### config.mk
export PLATFORM = sky130hd
export DESIGN_NAME = usb_gpio_register_map
export DESIGN_NICKNAME = d
export VERILOG_FILES = /design/src/usb_gpio_pkg.sv /design/src/pin_sync.sv /design/src/free_timer.sv /design/src/usb_gpio_register_map.sv
export SDC_FILE = /design/constraint.sdc
export NUM_CORES = 1
export LEC_CHECK = 0
export ABC_CLOCK_PERIOD_IN_PS = 4450
export BUFFER_PORTS_ARGS = -buffer_cell sky130_fd_sc_hd__buf_2
export CAP_MARGIN = 10
export CORE_UTILIZATION = 30
export CTS_BUF_LIST = sky130_fd_sc_hd__clkbuf_8
export DETAILED_ROUTE_END_ITERATION = 6
export SLEW_MARGIN = 0
export SYNTH_ARGS = -nofsm -noshare
export SYNTH_HDL_FRONTEND = slang
export SYNTH_SLANG_ARGS = --single-unit
### constraint.sdc
create_clock -name ref_clk -period 4.45 [get_ports ref_clk]
set_input_delay 0.2225 -clock ref_clk [delete_from_list [all_inputs] [get_ports ref_clk]]
set_output_delay 0.2225 -clock ref_clk [all_outputs]
set_load 0.05 [all_outputs]
### src/usb_gpio_pkg.sv
package usb_gpio_pkg;

   // Register offsets
   localparam logic [7:0] OFS_P0_DATA      = 8'h00;
   localparam logic [7:0] OFS_P1_DATA      = 8'h01;
   localparam logic [7:0] OFS_P2_STATE     = 8'h02;
   localparam logic [7:0] OFS_P0_IRQ_EN    = 8'h04;
   localparam logic [7:0] OFS_P1_IRQ_EN    = 8'h05;
   localparam logic [7:0] OFS_P0_IRQ_POL   = 8'h06;
   localparam logic [7:0] OFS_P1_IRQ_POL   = 8'h07;
   localparam logic [7:0] OFS_P0_MODE_LO   = 8'h0A;
   localparam logic [7:0] OFS_P0_MODE_HI   = 8'h0B;
   localparam logic [7:0] OFS_P1_MODE_LO   = 8'h0C;
   localparam logic [7:0] OFS_P1_MODE_HI   = 8'h0D;
   localparam logic [7:0] OFS_DEV_ADDR     = 8'h10;
   localparam logic [7:0] OFS_CTRL_COUNT   = 8'h11;
   localparam logic [7:0] OFS_CTRL_MODE    = 8'h12;
   localparam logic [7:0] OFS_SEC_COUNT    = 8'h13;
   localparam logic [7:0] OFS_SEC_MODE     = 8'h14;
   localparam logic [7:0] OFS_BUS_STAT     = 8'h1F;
   localparam logic [7:0] OFS_GLOBAL_EN    = 8'h20;
   localparam logic [7:0] OFS_PIPE_EN      = 8'h21;
   localparam logic [7:0] OFS_TIMER_LO     = 8'h24;
   localparam logic [7:0] OFS_TIMER_HI     = 8'h25;
   localparam logic [7:0] OFS_EVT_STATUS   = 8'h30;
   localparam logic [7:0] OFS_EVT_MASK     = 8'h31;
   localparam logic [7:0] OFS_CLOCK_SETUP  = 8'hF8;
   localparam logic [7:0] OFS_PROC_STAT    = 8'hFF;

   // Implemented-bit masks; other bits read zero and ignore writes, except processor status bits 7 and 2, which read pending and sense
   localparam logic [7:0] MASK_FULL        = 8'hFF;
   localparam logic [7:0] MASK_TWO_PIN     = 8'h03;
   localparam logic [7:0] MASK_P2_STATE    = 8'h37;
   localparam logic [7:0] MASK_SEC_MODE    = 8'h9F;
   localparam logic [7:0] MASK_COUNT       = 8'hCF;
   localparam logic [7:0] MASK_BUS_STAT    = 8'hEF;
   localparam logic [7:0] MASK_GLOBAL_EN   = 8'hC7;
   localparam logic [7:0] MASK_TIMER_HI    = 8'h0F;
   localparam logic [7:0] MASK_EVT         = 8'h1F;
   localparam logic [7:0] MASK_PROC_WR     = 8'h79;

   // Field positions
   localparam int BUS_ACT_BIT  = 3;
   localparam int PS_PEND_BIT  = 7;
   localparam int PS_WDOG_BIT  = 6;
   localparam int PS_BUSEV_BIT = 5;
   localparam int PS_DROP_BIT  = 4;
   localparam int PS_SUSP_BIT  = 3;
   localparam int PS_SENSE_BIT = 2;
   localparam int PS_RUN_BIT   = 0;
   localparam int EV_P0_BIT    = 0;
   localparam int EV_P1_BIT    = 1;
   localparam int EV_T128_BIT  = 2;
   localparam int EV_T1024_BIT = 3;
   localparam int EV_BUS_BIT   = 4;

   // Reset values
   localparam logic [7:0] RST_ZERO      = 8'h00;
   localparam logic [7:0] RST_PROC_STAT = 8'h01;

   // Timer: 12-bit count of microseconds
   localparam int TIMER_W       = 12;
   localparam int CLK_PERIOD_NS = 4;
   localparam int TICK_NS       = 1000;
   localparam int TICK_CYCLES   = (TICK_NS + CLK_PERIOD_NS - 1) / CLK_PERIOD_NS;
   localparam int T128_BIT      = 7;
   localparam int T1024_BIT     = 10;

   localparam int PIN_W = 15;

   typedef struct packed {
      logic [7:0] addr;
      logic [7:0] wdata;
      logic       wr;
      logic       rd;
   } reg_req_t;

   typedef struct packed {
      logic       dplus;
      logic       serial_program_data;
      logic [2:0] p2;
      logic [1:0] p1;
      logic [7:0] p0;
   } pin_in_t;

   typedef struct packed {
      logic [7:0] p0_data;
      logic [1:0] p1_data;
      logic [7:0] p0_mode_lo;
      logic [7:0] p0_mode_hi;
      logic [1:0] p1_mode_lo;
      logic [1:0] p1_mode_hi;
   } pin_cfg_t;

endpackage : usb_gpio_pkg

### src/pin_sync.sv
`timescale 1ns/10ps
module pin_sync #(
   parameter int WIDTH = 1
) (
   input  wire logic             ref_clk,
   input  wire logic             rst_b,
   input  wire logic [WIDTH-1:0] async_in,
   output logic      [WIDTH-1:0] sync_out
);

   logic [WIDTH-1:0] meta_q;

   always_ff @(posedge ref_clk or negedge rst_b) begin
      if (!rst_b) begin
         meta_q   <= '0;
         sync_out <= '0;
      end else begin
         meta_q   <= async_in;
         sync_out <= meta_q;
      end
   end

endmodule : pin_sync

### src/free_timer.sv
`timescale 1ns/10ps
module free_timer (
   input  wire logic                               ref_clk,
   input  wire logic                               rst_b,
   output logic [usb_gpio_pkg::TIMER_W-1:0]        count_q,
   output logic                                    tick128,
   output logic                                    tick1024
);

   logic [7:0] pre_q;
   logic       step;

   assign step = (pre_q == 8'(usb_gpio_pkg::TICK_CYCLES - 1));

   always_ff @(posedge ref_clk or negedge rst_b) begin
      if (!rst_b) begin
         pre_q <= 8'h00;
      end else begin
         pre_q <= step ? 8'h00 : pre_q + 8'h01;
      end
   end

   always_ff @(posedge ref_clk or negedge rst_b) begin
      if (!rst_b) begin
         count_q <= '0;
      end else if (step) begin
         count_q <= count_q + 1'b1;
      end
   end

   // One pulse each time the 128 us or 1.024 ms bit of the count rolls over
   assign tick128  = step && (&count_q[usb_gpio_pkg::T128_BIT-1:0]);
   assign tick1024 = step && (&count_q[usb_gpio_pkg::T1024_BIT-1:0]);

endmodule : free_timer

### src/usb_gpio_register_map.sv
// Overview of operation
// - Port zero pin interrupt enables, eight bits, write only, reset zero.
// - Port one interrupt enables, two low bits only, reset zero.
// - Port zero interrupt polarity, eight bits, write only, reset zero.
// - Port one interrupt polarity, two low bits only, reset zero.
// - Bus status/control: pull-up, regulator, irq mode, activity, line forcing.
// - Processor status: pending, watchdog, bus event, drop reset, suspend, sense, run.
//
// Our own choice: the strobed register port.
`timescale 1ns/10ps
module usb_gpio_register_map (
   input  wire logic                   ref_clk,
   input  wire logic                   rst_b,
   input  wire usb_gpio_pkg::reg_req_t req,
   output logic [7:0]                  rdata_q,
   input  wire usb_gpio_pkg::pin_in_t  pins,
   output usb_gpio_pkg::pin_cfg_t      pin_cfg,
   output logic [7:0]                  dev_addr_q,
   output logic [7:0]                  bus_ctrl_q,
   input  wire logic                   bus_activity_evt,
   input  wire logic                   watchdog_evt,
   input  wire logic                   supply_drop_reset_evt,
   input  wire logic                   bus_irq_evt,
   input  wire logic                   irq_enable_sense,
   output logic [7:0]                  clock_setup_q,
   output logic [7:0]                  global_en_q,
   output logic [7:0]                  pipe_en_q,
   output logic                        suspend,
   output logic                        run,
   output logic                        irq
);

   logic [7:0] p0_data_q;
   logic [7:0] p1_data_q;
   logic [7:0] p0_en_q;
   logic [7:0] p1_en_q;
   logic [7:0] p0_pol_q;
   logic [7:0] p1_pol_q;
   logic [7:0] p0_mlo_q;
   logic [7:0] p0_mhi_q;
   logic [7:0] p1_mlo_q;
   logic [7:0] p1_mhi_q;
   logic [7:0] ctrl_cnt_q;
   logic [7:0] ctrl_mode_q;
   logic [7:0] sec_cnt_q;
   logic [7:0] sec_mode_q;
   logic [7:0] proc_q;
   logic [7:0] evt_status_q;
   logic [7:0] evt_mask_q;
   logic [7:0] events;
   logic [7:0] proc_view;
   logic [7:0] rd_mux;
   logic [7:0] p2_view;
   logic [usb_gpio_pkg::TIMER_W-1:0] timer_count;
   logic       tick128;
   logic       tick1024;
   logic [usb_gpio_pkg::PIN_W-1:0] pins_sync;
   usb_gpio_pkg::pin_in_t pin_now;
   logic [9:0] pin_prev_q;
   logic [9:0] pin_hit;
   logic [9:0] pin_en;
   logic [9:0] pin_pol;

   function automatic logic wr_at(input logic [7:0] ofs);
      wr_at = req.wr && (req.addr == ofs);
   endfunction : wr_at

   pin_sync #(
      .WIDTH   (usb_gpio_pkg::PIN_W)
   ) u_pin_sync (
      .ref_clk (ref_clk),
      .rst_b   (rst_b),
      .async_in(pins),
      .sync_out(pins_sync)
   );

   free_timer u_free_timer (
      .ref_clk (ref_clk),
      .rst_b   (rst_b),
      .count_q (timer_count),
      .tick128 (tick128),
      .tick1024(tick1024)
   );

   assign pin_now = pins_sync;

   // Port data and drive mode latches
   always_ff @(posedge ref_clk or negedge rst_b) begin
      if (!rst_b) begin
         p0_data_q <= usb_gpio_pkg::RST_ZERO;
         p1_data_q <= usb_gpio_pkg::RST_ZERO;
         p0_mlo_q  <= usb_gpio_pkg::RST_ZERO;
         p0_mhi_q  <= usb_gpio_pkg::RST_ZERO;
         p1_mlo_q  <= usb_gpio_pkg::RST_ZERO;
         p1_mhi_q  <= usb_gpio_pkg::RST_ZERO;
      end else begin
         if (wr_at(usb_gpio_pkg::OFS_P0_DATA)) begin
            p0_data_q <= req.wdata;
         end
         if (wr_at(usb_gpio_pkg::OFS_P1_DATA)) begin
            p1_data_q <= req.wdata & usb_gpio_pkg::MASK_TWO_PIN;
         end
         if (wr_at(usb_gpio_pkg::OFS_P0_MODE_LO)) begin
            p0_mlo_q <= req.wdata;
         end
         if (wr_at(usb_gpio_pkg::OFS_P0_MODE_HI)) begin
            p0_mhi_q <= req.wdata;
         end
         if (wr_at(usb_gpio_pkg::OFS_P1_MODE_LO)) begin
            p1_mlo_q <= req.wdata & usb_gpio_pkg::MASK_TWO_PIN;
         end
         if (wr_at(usb_gpio_pkg::OFS_P1_MODE_HI)) begin
            p1_mhi_q <= req.wdata & usb_gpio_pkg::MASK_TWO_PIN;
         end
      end
   end

   // Pin interrupt enables and polarities
   always_ff @(posedge ref_clk or negedge rst_b) begin
      if (!rst_b) begin
         p0_en_q  <= usb_gpio_pkg::RST_ZERO;
         p1_en_q  <= usb_gpio_pkg::RST_ZERO;
         p0_pol_q <= usb_gpio_pkg::RST_ZERO;
         p1_pol_q <= usb_gpio_pkg::RST_ZERO;
      end else begin
         if (wr_at(usb_gpio_pkg::OFS_P0_IRQ_EN)) begin
            p0_en_q <= req.wdata;
         end
         if (wr_at(usb_gpio_pkg::OFS_P1_IRQ_EN)) begin
            p1_en_q <= req.wdata & usb_gpio_pkg::MASK_TWO_PIN;
         end
         if (wr_at(usb_gpio_pkg::OFS_P0_IRQ_POL)) begin
            p0_pol_q <= req.wdata;
         end
         if (wr_at(usb_gpio_pkg::OFS_P1_IRQ_POL)) begin
            p1_pol_q <= req.wdata & usb_gpio_pkg::MASK_TWO_PIN;
         end
      end
   end

   // Polarity one catches a rising edge, zero a falling edge
   assign pin_en  = {p1_en_q[1:0], p0_en_q};
   assign pin_pol = {p1_pol_q[1:0], p0_pol_q};

   always_ff @(posedge ref_clk or negedge rst_b) begin
      if (!rst_b) begin
         pin_prev_q <= 10'h000;
      end else begin
         pin_prev_q <= {pin_now.p1, pin_now.p0};
      end
   end

   for (genvar i = 0; i < 10; i++) begin : g_pin_edge
      logic cur;
      assign cur = (i < 8) ? pin_now.p0[i % 8] : pin_now.p1[i % 2];
      assign pin_hit[i] = pin_en[i] && (cur != pin_prev_q[i]) && (cur == pin_pol[i]);
   end

   // Device address, pipe counts and modes
   always_ff @(posedge ref_clk or negedge rst_b) begin
      if (!rst_b) begin
         dev_addr_q  <= usb_gpio_pkg::RST_ZERO;
         ctrl_cnt_q  <= usb_gpio_pkg::RST_ZERO;
         ctrl_mode_q <= usb_gpio_pkg::RST_ZERO;
         sec_cnt_q   <= usb_gpio_pkg::RST_ZERO;
         sec_mode_q  <= usb_gpio_pkg::RST_ZERO;
      end else begin
         if (wr_at(usb_gpio_pkg::OFS_DEV_ADDR)) begin
            dev_addr_q <= req.wdata;
         end
         if (wr_at(usb_gpio_pkg::OFS_CTRL_COUNT)) begin
            ctrl_cnt_q <= req.wdata & usb_gpio_pkg::MASK_COUNT;
         end
         if (wr_at(usb_gpio_pkg::OFS_CTRL_MODE)) begin
            ctrl_mode_q <= req.wdata;
         end
         if (wr_at(usb_gpio_pkg::OFS_SEC_COUNT)) begin
            sec_cnt_q <= req.wdata & usb_gpio_pkg::MASK_COUNT;
         end
         if (wr_at(usb_gpio_pkg::OFS_SEC_MODE)) begin
            sec_mode_q <= req.wdata & usb_gpio_pkg::MASK_SEC_MODE;
         end
      end
   end

   // Bus status and control; activity is set by the bus side, set beats clear
   always_ff @(posedge ref_clk or negedge rst_b) begin
      if (!rst_b) begin
         bus_ctrl_q <= usb_gpio_pkg::RST_ZERO;
      end else begin
         if (wr_at(usb_gpio_pkg::OFS_BUS_STAT)) begin
            bus_ctrl_q <= req.wdata & usb_gpio_pkg::MASK_BUS_STAT;
         end
         if (bus_activity_evt) begin
            bus_ctrl_q[usb_gpio_pkg::BUS_ACT_BIT] <= 1'b1;
         end
      end
   end

   // Clock setup and interrupt enables
   always_ff @(posedge ref_clk or negedge rst_b) begin
      if (!rst_b) begin
         clock_setup_q <= usb_gpio_pkg::RST_ZERO;
         global_en_q   <= usb_gpio_pkg::RST_ZERO;
         pipe_en_q     <= usb_gpio_pkg::RST_ZERO;
      end else begin
         if (wr_at(usb_gpio_pkg::OFS_CLOCK_SETUP)) begin
            clock_setup_q <= req.wdata;
         end
         if (wr_at(usb_gpio_pkg::OFS_GLOBAL_EN)) begin
            global_en_q <= req.wdata & usb_gpio_pkg::MASK_GLOBAL_EN;
         end
         if (wr_at(usb_gpio_pkg::OFS_PIPE_EN)) begin
            pipe_en_q <= req.wdata & usb_gpio_pkg::MASK_TWO_PIN;
         end
      end
   end

   // Processor status: flags written by firmware, set by their events
   always_ff @(posedge ref_clk or negedge rst_b) begin
      if (!rst_b) begin
         proc_q <= usb_gpio_pkg::RST_PROC_STAT;
      end else begin
         if (wr_at(usb_gpio_pkg::OFS_PROC_STAT)) begin
            proc_q <= req.wdata & usb_gpio_pkg::MASK_PROC_WR;
         end
         if (watchdog_evt) begin
            proc_q[usb_gpio_pkg::PS_WDOG_BIT] <= 1'b1;
         end
         if (bus_irq_evt) begin
            proc_q[usb_gpio_pkg::PS_BUSEV_BIT] <= 1'b1;
         end
         if (supply_drop_reset_evt) begin
            proc_q[usb_gpio_pkg::PS_DROP_BIT] <= 1'b1;
         end
      end
   end

   always_comb begin
      proc_view = proc_q;
      proc_view[usb_gpio_pkg::PS_PEND_BIT]  = irq;
      proc_view[usb_gpio_pkg::PS_SENSE_BIT] = irq_enable_sense;
   end

   assign suspend = proc_q[usb_gpio_pkg::PS_SUSP_BIT];
   assign run     = proc_q[usb_gpio_pkg::PS_RUN_BIT];

   // Sticky event status, write one to clear, set wins over clear
   always_comb begin
      events = 8'h00;
      events[usb_gpio_pkg::EV_P0_BIT]    = |pin_hit[7:0];
      events[usb_gpio_pkg::EV_P1_BIT]    = |pin_hit[9:8];
      events[usb_gpio_pkg::EV_T128_BIT]  = tick128;
      events[usb_gpio_pkg::EV_T1024_BIT] = tick1024;
      events[usb_gpio_pkg::EV_BUS_BIT]   = bus_activity_evt;
   end

   always_ff @(posedge ref_clk or negedge rst_b) begin
      if (!rst_b) begin
         evt_status_q <= usb_gpio_pkg::RST_ZERO;
      end else if (wr_at(usb_gpio_pkg::OFS_EVT_STATUS)) begin
         evt_status_q <= (evt_status_q & ~req.wdata) | events;
      end else begin
         evt_status_q <= evt_status_q | events;
      end
   end

   always_ff @(posedge ref_clk or negedge rst_b) begin
      if (!rst_b) begin
         evt_mask_q <= usb_gpio_pkg::RST_ZERO;
      end else if (wr_at(usb_gpio_pkg::OFS_EVT_MASK)) begin
         evt_mask_q <= req.wdata & usb_gpio_pkg::MASK_EVT;
      end
   end

   assign irq = |(evt_status_q & evt_mask_q);

   assign p2_view = {2'b00, pin_now.dplus, pin_now.serial_program_data, 1'b0, pin_now.p2};

   // Read mux; write-only and unmapped offsets read zero
   always_comb begin
      unique case (req.addr)
         usb_gpio_pkg::OFS_P0_DATA:     rd_mux = pin_now.p0;
         usb_gpio_pkg::OFS_P1_DATA:     rd_mux = {6'h00, pin_now.p1};
         usb_gpio_pkg::OFS_P2_STATE:    rd_mux = p2_view & usb_gpio_pkg::MASK_P2_STATE;
         usb_gpio_pkg::OFS_DEV_ADDR:    rd_mux = dev_addr_q;
         usb_gpio_pkg::OFS_CTRL_COUNT:  rd_mux = ctrl_cnt_q;
         usb_gpio_pkg::OFS_CTRL_MODE:   rd_mux = ctrl_mode_q;
         usb_gpio_pkg::OFS_SEC_COUNT:   rd_mux = sec_cnt_q;
         usb_gpio_pkg::OFS_SEC_MODE:    rd_mux = sec_mode_q;
         usb_gpio_pkg::OFS_BUS_STAT:    rd_mux = bus_ctrl_q;
         usb_gpio_pkg::OFS_GLOBAL_EN:   rd_mux = global_en_q;
         usb_gpio_pkg::OFS_PIPE_EN:     rd_mux = pipe_en_q;
         usb_gpio_pkg::OFS_TIMER_LO:    rd_mux = timer_count[7:0];
         usb_gpio_pkg::OFS_TIMER_HI:    rd_mux = {4'h0, timer_count[11:8]};
         usb_gpio_pkg::OFS_EVT_STATUS:  rd_mux = evt_status_q;
         usb_gpio_pkg::OFS_EVT_MASK:    rd_mux = evt_mask_q;
         usb_gpio_pkg::OFS_CLOCK_SETUP: rd_mux = clock_setup_q;
         usb_gpio_pkg::OFS_PROC_STAT:   rd_mux = proc_view;
         default:                       rd_mux = 8'h00;
      endcase
   end

   always_ff @(posedge ref_clk or negedge rst_b) begin
      if (!rst_b) begin
         rdata_q <= 8'h00;
      end else begin
         rdata_q <= req.rd ? rd_mux : 8'h00;
      end
   end

   assign pin_cfg.p0_data    = p0_data_q;
   assign pin_cfg.p1_data    = p1_data_q[1:0];
   assign pin_cfg.p0_mode_lo = p0_mlo_q;
   assign pin_cfg.p0_mode_hi = p0_mhi_q;
   assign pin_cfg.p1_mode_lo = p1_mlo_q[1:0];
   assign pin_cfg.p1_mode_hi = p1_mhi_q[1:0];

   // Checks
   chk_p0_en_write: assert property (@(posedge ref_clk) disable iff (!rst_b)
      wr_at(usb_gpio_pkg::OFS_P0_IRQ_EN) |=> p0_en_q == $past(req.wdata))
      else $error("port zero enable not stored");

   chk_p1_en_upper: assert property (@(posedge ref_clk) disable iff (!rst_b)
      wr_at(usb_gpio_pkg::OFS_P1_IRQ_EN)
      |=> p1_en_q[7:2] == 6'h00 && p1_en_q[1:0] == $past(req.wdata[1:0]))
      else $error("port one enable wrong");

   chk_p0_pol_hold: assert property (@(posedge ref_clk) disable iff (!rst_b)
      !wr_at(usb_gpio_pkg::OFS_P0_IRQ_POL) |=> $stable(p0_pol_q))
      else $error("port zero polarity changed without write");

   chk_p1_pol_write: assert property (@(posedge ref_clk) disable iff (!rst_b)
      wr_at(usb_gpio_pkg::OFS_P1_IRQ_POL) |=> p1_pol_q == ($past(req.wdata) & 8'h03))
      else $error("port one polarity wrong");

   chk_bus_reserved: assert property (@(posedge ref_clk) disable iff (!rst_b)
      bus_activity_evt |=> bus_ctrl_q[3] && !bus_ctrl_q[4])
      else $error("bus activity flag or reserved bit wrong");

   chk_proc_pending: assert property (@(posedge ref_clk) disable iff (!rst_b)
      req.rd && req.addr == usb_gpio_pkg::OFS_PROC_STAT
      |=> rdata_q[7] == $past(irq) && rdata_q[1] == 1'b0)
      else $error("processor status read wrong");

   chk_wdog_set: assert property (@(posedge ref_clk) disable iff (!rst_b)
      watchdog_evt |=> proc_q[6])
      else $error("watchdog flag not set");

   chk_wo_read_zero: assert property (@(posedge ref_clk) disable iff (!rst_b)
      req.rd && req.addr >= 8'h04 && req.addr <= 8'h07 |=> rdata_q == 8'h00)
      else $error("write-only register read nonzero");

   chk_rdata_idle: assert property (@(posedge ref_clk) disable iff (!rst_b)
      !req.rd |=> rdata_q == 8'h00)
      else $error("read data outside read cycle");

   cov_pin_event: cover property (@(posedge ref_clk) disable iff (!rst_b)
      |pin_hit ##1 irq);
   cov_clear_irq: cover property (@(posedge ref_clk) disable iff (!rst_b)
      irq ##1 wr_at(usb_gpio_pkg::OFS_EVT_STATUS) ##1 !irq);
   cov_timer_tick: cover property (@(posedge ref_clk) disable iff (!rst_b)
      tick128 ##1 evt_status_q[2]);

endmodule : usb_gpio_register_map

==> reports/metrics.cfg, run 1 <==
[timing]
finalWorstSetupSlack_ns = 2.33
maxSlewHeadroom_pct = 36.8
hold_violations = 0
setup_viol = 0
fin_crit_ns = 2.12
rsz0062_at_grt = false
drv_slew = 0
worst_slew_pin_slew_ns = 0.945
finalCritPeriodShare_pct = 47.6
timing.setup.tns_ns = 0
fin_skew_ns = 0.0154
fmax_mhz = 472

[layout]
drive_above_1_share_pct = 35.7
syn_to_final_growth_pct = 17.6
num-nets-final = 814
n_fill_cell = 2668
multi_input_area_um2 = 3340
final_util_pct = 36.3
regArea_um2 = 4810

[die]
start_util_pct = 30.8
rows = 60
fp.dieW_um = 169
pin_count = 121
die_y_um = 169
coreArea_um2 = 27100
fp.dieArea_um2 = 28500

[drt]
drt_iter0_drc = 443
met2_length_um = 11200
via_per_inst = 4.99
wl_per_cell_um = 20.3
firstDrtPassIters = 7
route.antenna.remaining_nets = 0
vias = 5781
top_layer = met5
wl_met3_um = 1370
met1Wirelength_um = 10400
totalWireLength_um = 23500
drc = 0

[global_route]
track_usage_pct = 17.0
antenna_found_initial = 2
grt_max_degree = 101
grt_pass1_wl_um = 35700
grt_overflow_total = 0
grt_pass1_vias = 5781

[synthesis]
syn_area_per_cell_um2 = 12.8
synthFlopType = dfrtp_1
synth_area_um2 = 8350
synth_cell_type_count = 60
synth_top_area_share_pct = 57.2
ys_seq_area_share_pct = 57.5
ys_warn_count = 0
synth_area_leaders = dfrtp_1, mux2_2, nand2_1, nand3_1, a22oi_1
synth-async-reset-ratio_pct = 100
yosys.area.top_type = dfrtp_1
synthCells = 655
synth-seq-cells = 192
synth_edf_count = 0

[critical_path]
critPathKind = reg -> reg
cp_slowest_cell = nor3_1
cp.arrival_ns = 2.48
path_max_fanout = 5
cpMostUsedCell = nand2_1
cp_top_family = simple AND/OR/NAND/NOR gates
cp_data_required_time_ns = 4.81
cp-end-kind = register
worst_setup_path_start_kind = register
crit_chain = inv_1 -> ha_1 -> nand2_1 -> or3_1 -> nor3_1 -> nand2_1 -> xnor2_1
slowest_delay_ns = 0.48
worstPathBufferInverterCount = 1

[job]
drv_cap = 0

[power]
irDropWorstVdd_mv = 0.213
p_leak_nw = 4.67
power_density_nw_per_um2 = 345
p_total_mw = 3.39

[clock_tree]
insertion_delay_ns = 0.46
cts_buffers = 17
post_cts_buffers = 0
cts_root_buffer = clkbuf_8
clock_sinks = 192
cts_resized = 0
postCtsHoldBufs = 20
htreeDepth = 4
clkTransAtPathRegs_ns = 0.10
cts_tree = done
clock_path_buffers = 2

[placed_design]
place_congestion = 0.904
portBuffers = 110
dp_slack_ns = 1.94
dp_hpwl_um = 16300

[outcome]
status = finished clean

[worst_hold_path]
min_path_type = in -> reg

-- path summary, 6_finish.rpt --
| kind | cells past startpoint | slack, ns | start | endpoint |
|---|---|---|---|---|
| max in group asynchronous | 3 | 3.08 | rst_b | proc_q[5] |
| worst max-delay path | 7 | 2.33 | u_free_timer.pre_q[1] | u_free_timer.count_q[10] |
| worst min-delay path | 3 | 0.20 | req[1] | proc_q[4] |
| worst max register to register | 7 | 2.33 | u_free_timer.pre_q[1] | u_free_timer.count_q[10] |
| worst min register to register | 0 | 0.35 | u_pin_sync.meta_q[11] | u_pin_sync.sync_out[11] |
| min in group asynchronous | 2 | 0.39 | rst_b | p0_mlo_q[0] |
-- cells in the final DEF (no fill, tap or decap), types with 15 or more instances in the layout --
cell / instances
dfrtp_1: 191
mux2_2: 118
buf_2: 109
nand2_1: 48
nor2_1: 21
nand3_1: 21
clkbuf_8: 20
dlygate4sd3_1: 20
o21ai_0: 19
a21oi_1: 15
-- metal layers --
metal	GRT usage, %	vias up
met1	22.4	2937
li1	-	2611
met4	5.10	2
met3	4.30	32
met2	27.4	199
met5	0	-
-- worst min-delay path, delay by kind of cell --
kind | cells | cell delay (ns)
buffers and inverters | 1 | 0.21
AND/OR/NAND/NOR | 2 | 0.19
-- state kept, by name (all words and copies together), names as in the netlist, 6 cells and up --
name / count
dev_addr_q: 8
bus_ctrl_q: 7
p0_data_q: 8
u_free_timer.count_q: 12
sec_mode_q: 6
p0_pol_q: 8
u_free_timer.pre_q: 8
ctrl_cnt_q: 6
ctrl_mode_q: 8
u_pin_sync.sync_out: 15
pin_prev_q: 10
u_pin_sync.meta_q: 15
p0_mlo_q: 8
p0_mhi_q: 8
p0_en_q: 8
clock_setup_q: 8
rdata_q: 8
sec_cnt_q: 6
evt_status_q: 8
-- kinds of logic after synthesis --
family	Yosys count	synth area share, %
adder cells (fa/ha/maj)	3	0.449
AND/OR/NAND/NOR	171	12.4
multiplexers	125	16.7
buffers and inverters	49	2.91
other	1	0.0449
AO/OA/AOI/OAI	100	8.39
flip-flops	192	57.5
XOR/XNOR	14	1.47
-- metrics by stage --
| step | area [um^2] | hold slack (ns) | instances |
|---|---|---|---|
| 4_1_cts | 9820 | 0.171 | 1156 |
| 3_5_place_dp | 9230 | 0.332 | 1104 |
| 3_3_place_gp | 9230 | 0.330 | 1104 |
| 6_report | 9830 | 0.204 | 1158 |
| 5_1_grt | 9820 | 0.173 | 1156 |
| 2_1_floorplan | 8390 | -0.0731 | 664 |
-- report_power, final --
part / leakage [nW] / internal, mW / total [mW] / switching (mW)
Clock: 0.208 / 0.487 / 1.14 / 0.654
Combinational: 1.95 / 0.111 / 0.382 / 0.271
Sequential: 2.51 / 1.81 / 1.86 / 0.0497
-- cell type report --
type                            count  share of cell area (%)
Timing Repair Buffer              134                    8.16
Multi-Input combinational cell    423                    34.0
Tap cell                          372                    4.74
Sequential cell                   192                    48.9
Antenna cell                        2                  0.0509
Clock inverter                     13                    1.34
Clock buffer                       19                    2.66
Inverter                            3                   0.115
-- synth_stat cells, types with 3 or more instances --
library cell,number
xnor2_1,10
o21ai_0,19
buf_4,11
a221oi_1,6
nand2_1,48
and2_1,4
and3_1,4
a21o_1,3
a31oi_1,6
nand3b_1,6
a32oi_1,5
and3b_1,9
a211o_1,3
a22oi_1,13
or3_1,4
mux2i_1,7
a21boi_0,4
a32o_1,3
xor2_1,4
nand4_1,12
a222oi_1,3
o22ai_1,3
nor3_1,4
nor2_1,21
dfrtp_1,191
inv_1,3
a21oi_1,15
nor4b_2,4
mux2_2,118
buf_2,14
clkbuf_1,21
nor3b_1,12
nand3_1,21
ha_1,3
a22o_1,7
Note: power is estimated with default switching activity, not from simulation.
==> inputs of run 2 (changes only) <==
--- a/config.mk
+++ b/config.mk
@@ -5,7 +5,8 @@
 export SDC_FILE = /design/constraint.sdc
 export NUM_CORES = 1
 export LEC_CHECK = 0
-export ABC_CLOCK_PERIOD_IN_PS = 4450
+export ABC_AREA = 1
+export ABC_CLOCK_PERIOD_IN_PS = 1700
 export BUFFER_PORTS_ARGS = -buffer_cell sky130_fd_sc_hd__buf_2
 export CAP_MARGIN = 10
 export CORE_UTILIZATION = 30
==> constraint.sdc (replaced) <==
create_clock -name ref_clk -period 1.7 [get_ports ref_clk]
set_input_delay 0.085 -clock ref_clk [delete_from_list [all_inputs] [get_ports ref_clk]]
set_output_delay 0.085 -clock ref_clk [all_outputs]
set_load 0.05 [all_outputs]
==> run 2 against run 1 <==
Clock power rose to 2.9 times the previous value. Synthesized cell count increased by 41%. Clock skew hardly changed. Non-clock buffer count rose by 26. Critical path type is now reg -> out. Critical endpoint is now irq.
==> reports/metrics.cfg, run 2 <==
[timing]
setup_viol = 0
maxSlewHeadroom_pct = 64.1
fin_crit_ns = 1.61
fmax_mhz = 622
finalCritPeriodShare_pct = 94.5
drv_slew = 0
fin_skew_ns = 0.0152
hold_violations = 0
timing.setup.tns_ns = 0
worst_slew_pin_slew_ns = 0.537
finalWorstSetupSlack_ns = 0.0929

[synthesis]
synth_common_cells = nand2_1, dfrtp_1, o21ai_0
synth_cell_type_count = 38
ys_seq_area_share_pct = 56.5
synth_top_area_share_pct = 56.2
syn_area_per_cell_um2 = 9.24
synth_area_um2 = 8510
synth-seq-cells = 192
synth-async-reset-ratio_pct = 100
ys_warn_count = 0
synthCells = 921
yosys.area.top_type = dfrtp_1
synthFlopType = dfrtp_1
synth_area_leaders = dfrtp_1, nand2_1, o21ai_0, o21ai_2, nor2_1
synth_edf_count = 0
yosysMostFrequentCell = nand2_1

[critical_path]
crit_chain = nand2_1 -> nand2_1 -> a21oi_1 -> nand3_2 -> buf_6
cp_top_family = flip-flops
cp-end-kind = output port
cp_slowest_cell = dfrtp_1
slowest_delay_ns = 0.43
cpMostUsedCell = nand2_1
path_max_fanout = 3
cp.arrival_ns = 1.52
critPathKind = reg -> out
worst_setup_path_start_kind = register
worstPathBufferInverterCount = 1
cp_data_required_time_ns = 1.62

[global_route]
grt_pass1_vias = 6521
grt_max_degree = 57
antenna_found_initial = 0
track_usage_pct = 17.8
grt_overflow_total = 0
grt_pass1_wl_um = 38000

[layout]
mostFrequentLayoutCells = nand2_1, dfrtp_1, buf_2
antenna_cells = 0
mostFrequentLayoutCell = nand2_1
n_fill_cell = 2858
reg_top3 = u_pin_sync.meta_q x15, u_pin_sync.sync_out x15, u_free_timer.count_q x12
syn_to_final_growth_pct = 21.2
num-nets-final = 1120
drive_above_1_share_pct = 24.0
multi_input_area_um2 = 3270
regArea_um2 = 4810
final_util_pct = 37.0

[drt]
vias = 6670
wl_per_cell_um = 16.6
firstDrtPassIters = 5
drt_iter0_drc = 560
drc = 0
route.antenna.remaining_nets = 0
totalWireLength_um = 24300
via_per_inst = 4.54

[power]
power_density_nw_per_um2 = 894
p_leak_nw = 5.11
p_int_mw = 6.23
p_seq_share_pct = 53.0
clockPowerShare_pct = 35.5
p_comb_share_pct = 11.5
swShare_pct = 32.4
irDropWorstVdd_mv = 0.487
p_switching_mw = 2.98

[clock_tree]
insertion_delay_ns = 0.50
cts_tree = done
clock_sinks = 192
clock_path_buffers = 2
post_cts_buffers = 0
htreeDepth = 4
clkTransAtPathRegs_ns = 0.11
cts_buffers = 17
cts_root_buffer = clkbuf_8

[placed_design]
dp_hpwl_um = 17800
dp_slack_ns = 0.107
place_congestion = 0.874
portBuffers = 110

[die]
fp.dieW_um = 170
coreArea_um2 = 27900
start_util_pct = 30.5
rows = 61
die_y_um = 170
pin_count = 121
fp.dieArea_um2 = 29000

[worst_hold_path]
min_path_type = in -> reg

[outcome]
status = finished clean

[job]
drv_cap = 0

run 2: changes by cell type in the layout (fill, tap and decap cells not counted), sizes merged, moves of 9 or more:
cell,change
nor2,+63
o21ai,+122
nand2,+253
buf,+18
a22oi,-13
inv,+63
mux2,-118
and3b,-9
run 2: kinds of logic after synthesis:
| group | Yosys count | synth area share, % |
|---|---|---|
| compound gates | 167 | 11.9 |
| xor+xnor | 10 | 1.03 |
| fa+ha+maj | 3 | 0.441 |
| buf+inv | 97 | 5.56 |
| flops | 192 | 56.5 |
| other cells | 1 | 0.0441 |
| simple gates | 451 | 24.6 |
run 2: routing by layer:
layer  routed length [um]  track usage (%)  vias up
met4                  449             6.23        0
met5                    0                0        -
met1                11500             24.9     3162
met2                11000             27.0      212
met3                 1410             3.67       27
li1                     -                -     3269
run 2: power groups by stage:
stage,sequential [mW],clock (mW),combinational [mW]
after CTS,4.88,3.37,1.06
after floorplan,5.20,0,0.367
final,4.88,3.27,1.06
after detailed placement,4.97,0,1.01
after global placement,4.97,0,1.00
after global routing,4.91,3.52,1.15
run 2: worst paths after layout:
check,endpoint,start,depth (start not counted),slack (ns)
setup / recovery,irq,evt_status_q[3],5,0.09
hold / removal,p1_mlo_q[1],req[12],3,0.06
setup reg to reg,u_free_timer.count_q[9],u_free_timer.pre_q[1],10,0.18
hold reg to reg,u_pin_sync.sync_out[2],u_pin_sync.meta_q[2],0,0.35
max in group asynchronous,proc_q[0],rst_b,3,0.99
min in group asynchronous,ctrl_cnt_q[7],rst_b,2,0.07
run 2: layout make-up:
| class | count | share of cell area, % |
|---|---|---|
| clock inverters | 15 | 2.10 |
| well taps | 378 | 4.59 |
| clock buffers | 17 | 2.27 |
| repair buffers | 160 | 10.3 |
| flip-flops and latches | 192 | 46.6 |
| inverters | 65 | 2.39 |
| multi-input cells | 641 | 31.7 |
run 2: worst min-delay path, cell delays in order:
cell     delay [ns]
buf_2          0.13
nand4_1        0.20
o21ai_0        0.10
run 2: metrics by stage:
step	hold WS, ns	area, um^2	power [mW]	instances
finish	0.0590	10300	9.21	1468
floorplan	-0.211	8540	5.57	930
global placement	0.0429	9560	5.97	1408
CTS	0.0410	10300	9.32	1468
global route	0.0816	10300	9.58	1468
detailed placement	0.0481	9560	5.98	1408
run 2: what timing repair did:
item                                    CTS  global route
hold endpoints to repair                225             0
hold buffers                             28             0
resized for setup                         0             5
endpoints found under the setup margin    0             2
==> inputs of run 3 (changes only) <==
--- a/config.mk
+++ b/config.mk
@@ -9,6 +9,7 @@
 export ABC_CLOCK_PERIOD_IN_PS = 1700
 export BUFFER_PORTS_ARGS = -buffer_cell sky130_fd_sc_hd__buf_2
 export CAP_MARGIN = 10
+export CORE_MARGIN = 2
 export CORE_UTILIZATION = 30
 export CTS_BUF_LIST = sky130_fd_sc_hd__clkbuf_8
 export DETAILED_ROUTE_END_ITERATION = 6
==> run 3 against run 2 <==
Non-clock buffer count fell by 2. Fmax about the same. Worst setup slack lost 0.0012 ns. Count of clock-buffer cells in the layout rose by 1. Critical endpoint unchanged. Global-route usage down 0.63 points.
==> reports/metrics.cfg, run 3 (synthesized netlist as in run 2, its figures left out) <==
[critical_path]
path_max_fanout = 3
cpMostUsedCell = nand2_1
critPathKind = reg -> out
worst_setup_path_start_kind = register
cp.arrival_ns = 1.52
cp_data_required_time_ns = 1.62
slowest_delay_ns = 0.44
crit_chain = nand2_1 -> nand2_1 -> a21oi_1 -> nand3_2 -> buf_4
startpoint = evt_status_q[3]
cp-end-kind = output port
cp_slowest_cell = dfrtp_1
rr_startpoint = u_free_timer.pre_q[1]

[job]
drv_cap = 0

[power]
irDropWorstVdd_mv = 0.461
p_leak_nw = 5.10
power_density_nw_per_um2 = 893
p_total_mw = 9.16

[global_route]
track_usage_pct = 17.1
antenna_found_initial = 0
grt_overflow_total = 0
grt_pass1_wl_um = 37800
grt_pass1_vias = 6491
grt_max_degree = 63

[layout]
syn_to_final_growth_pct = 20.5
mostFrequentLayoutCells = nand2_1, dfrtp_1, buf_2
drive_above_1_share_pct = 23.9
mostFrequentLayoutCell = nand2_1
num-nets-final = 1118
final_util_pct = 36.8
antenna_cells = 0
reg_top3 = u_pin_sync.meta_q x15, u_pin_sync.sync_out x15, u_free_timer.count_q x12

[worst_hold_path]
worstHoldStart = req[12]
min_path_type = in -> reg

[placed_design]
place_congestion = 0.895
portBuffers = 110
dp_hpwl_um = 17700

[die]
die_y_um = 172
coreArea_um2 = 27900
start_util_pct = 30.5
fp.dieArea_um2 = 29700
rows = 61
fp.dieW_um = 172
pin_count = 121

[timing]
drv_slew = 0
worst_slew_pin_slew_ns = 0.658
maxSlewHeadroom_pct = 56.1
setup_viol = 0
fin_skew_ns = 0.0163
finalCritPeriodShare_pct = 94.6
timing.setup.tns_ns = 0
fin_crit_ns = 1.61
hold_violations = 0
fmax_mhz = 622
rsz0062_at_grt = false

[clock_tree]
clkTransAtPathRegs_ns = 0.11
post_cts_buffers = 0
cts_root_buffer = clkbuf_8
cts_buffers = 17
htreeDepth = 4
insertion_delay_ns = 0.49
clock_sinks = 192
clock_path_buffers = 2
cts_tree = done

[drt]
drc = 0
wl_per_cell_um = 16.6
via_per_inst = 4.58
firstDrtPassIters = 5
vias = 6711
route.antenna.remaining_nets = 0
drt_iter0_drc = 690
totalWireLength_um = 24300

[outcome]
status = finished clean

## run 3: changes by cell type in the layout (fill, tap and decap cells not counted)
cell           delta
buf_6             -1
buf_12            -1
clkinv_8          -2
inv_8             +4
nor2_2            -1
inv_6             +1
inv_12            -5
buf_4             +1
clkbuf_8          +1
bufinv_16         +1
dlygate4sd3_1     -1
nor2_1            +1
## run 3: repair_timing
item / 4_1_cts / 5_1_grt
endpoints found under the setup margin: 0 / 1
resized for setup: 0 / 3
hold buffers: 27 / 0
hold endpoints to repair: 221 / 0
## run 3: through the flow
step	worst slack [ns]	cell area, um^2	instances	hold slack (ns)
2_1_floorplan	0.194	8540	930	-0.211
3_5_place_dp	0.108	9540	1407	0.0201
4_1_cts	0.0183	10200	1466	0.0621
6_report	0.0917	10300	1466	0.0648
5_1_grt	0.0153	10300	1466	0.0815
3_3_place_gp	0.129	9540	1407	0.0235
## run 3: worst max-delay path, delay by kind of cell, from the launching register on
family	cells	cell delay [ns]
AOI/OAI and AO/OA	1	0.15
buffers and inverters	1	0.21
DFF	1	0.44
and+or+nand+nor	3	0.25
## run 3: final timing paths
path | end | depth (start not counted) | slack [ns]
setup / recovery | irq | 5 | 0.09
hold / removal | p1_mlo_q[0] | 3 | 0.06
setup reg to reg | u_free_timer.count_q[6] | 8 | 0.18
hold reg to reg | u_pin_sync.sync_out[13] | 0 | 0.36
max in group asynchronous | p0_en_q[2] | 3 | 0.99
min in group asynchronous | u_free_timer.pre_q[5] | 2 | 0.07
## run 3: area by class of cell
cell class / count / area (um^2)
Fill cell: 2924 / 17600
Sequential cell: 192 / 4810
Multi-Input combinational cell: 641 / 3270
Timing Repair Buffer: 158 / 1030
Tap cell: 378 / 473
Clock buffer: 18 / 248
Inverter: 65 / 246
Clock inverter: 14 / 186
## run 3: layer usage
layer | GRT usage (%) | routed length, um | vias to the layer above | share of wire, %
met5 | 0 | 0 | - | 0
met4 | 4.79 | 313 | 0 | 1.3
met3 | 3.73 | 1660 | 20 | 6.8
met2 | 26.2 | 10900 | 218 | 45
met1 | 24.5 | 11400 | 3220 | 47
li1 | - | - | 3253 | -
## run 3: where the power goes
part / leakage (nW) / switching, mW / internal (mW)
combinational: 2.39 / 0.776 / 0.274
sequential: 2.49 / 0.134 / 4.75
clock: 0.219 / 1.91 / 1.31
total: 5.10 / 2.82 / 6.34
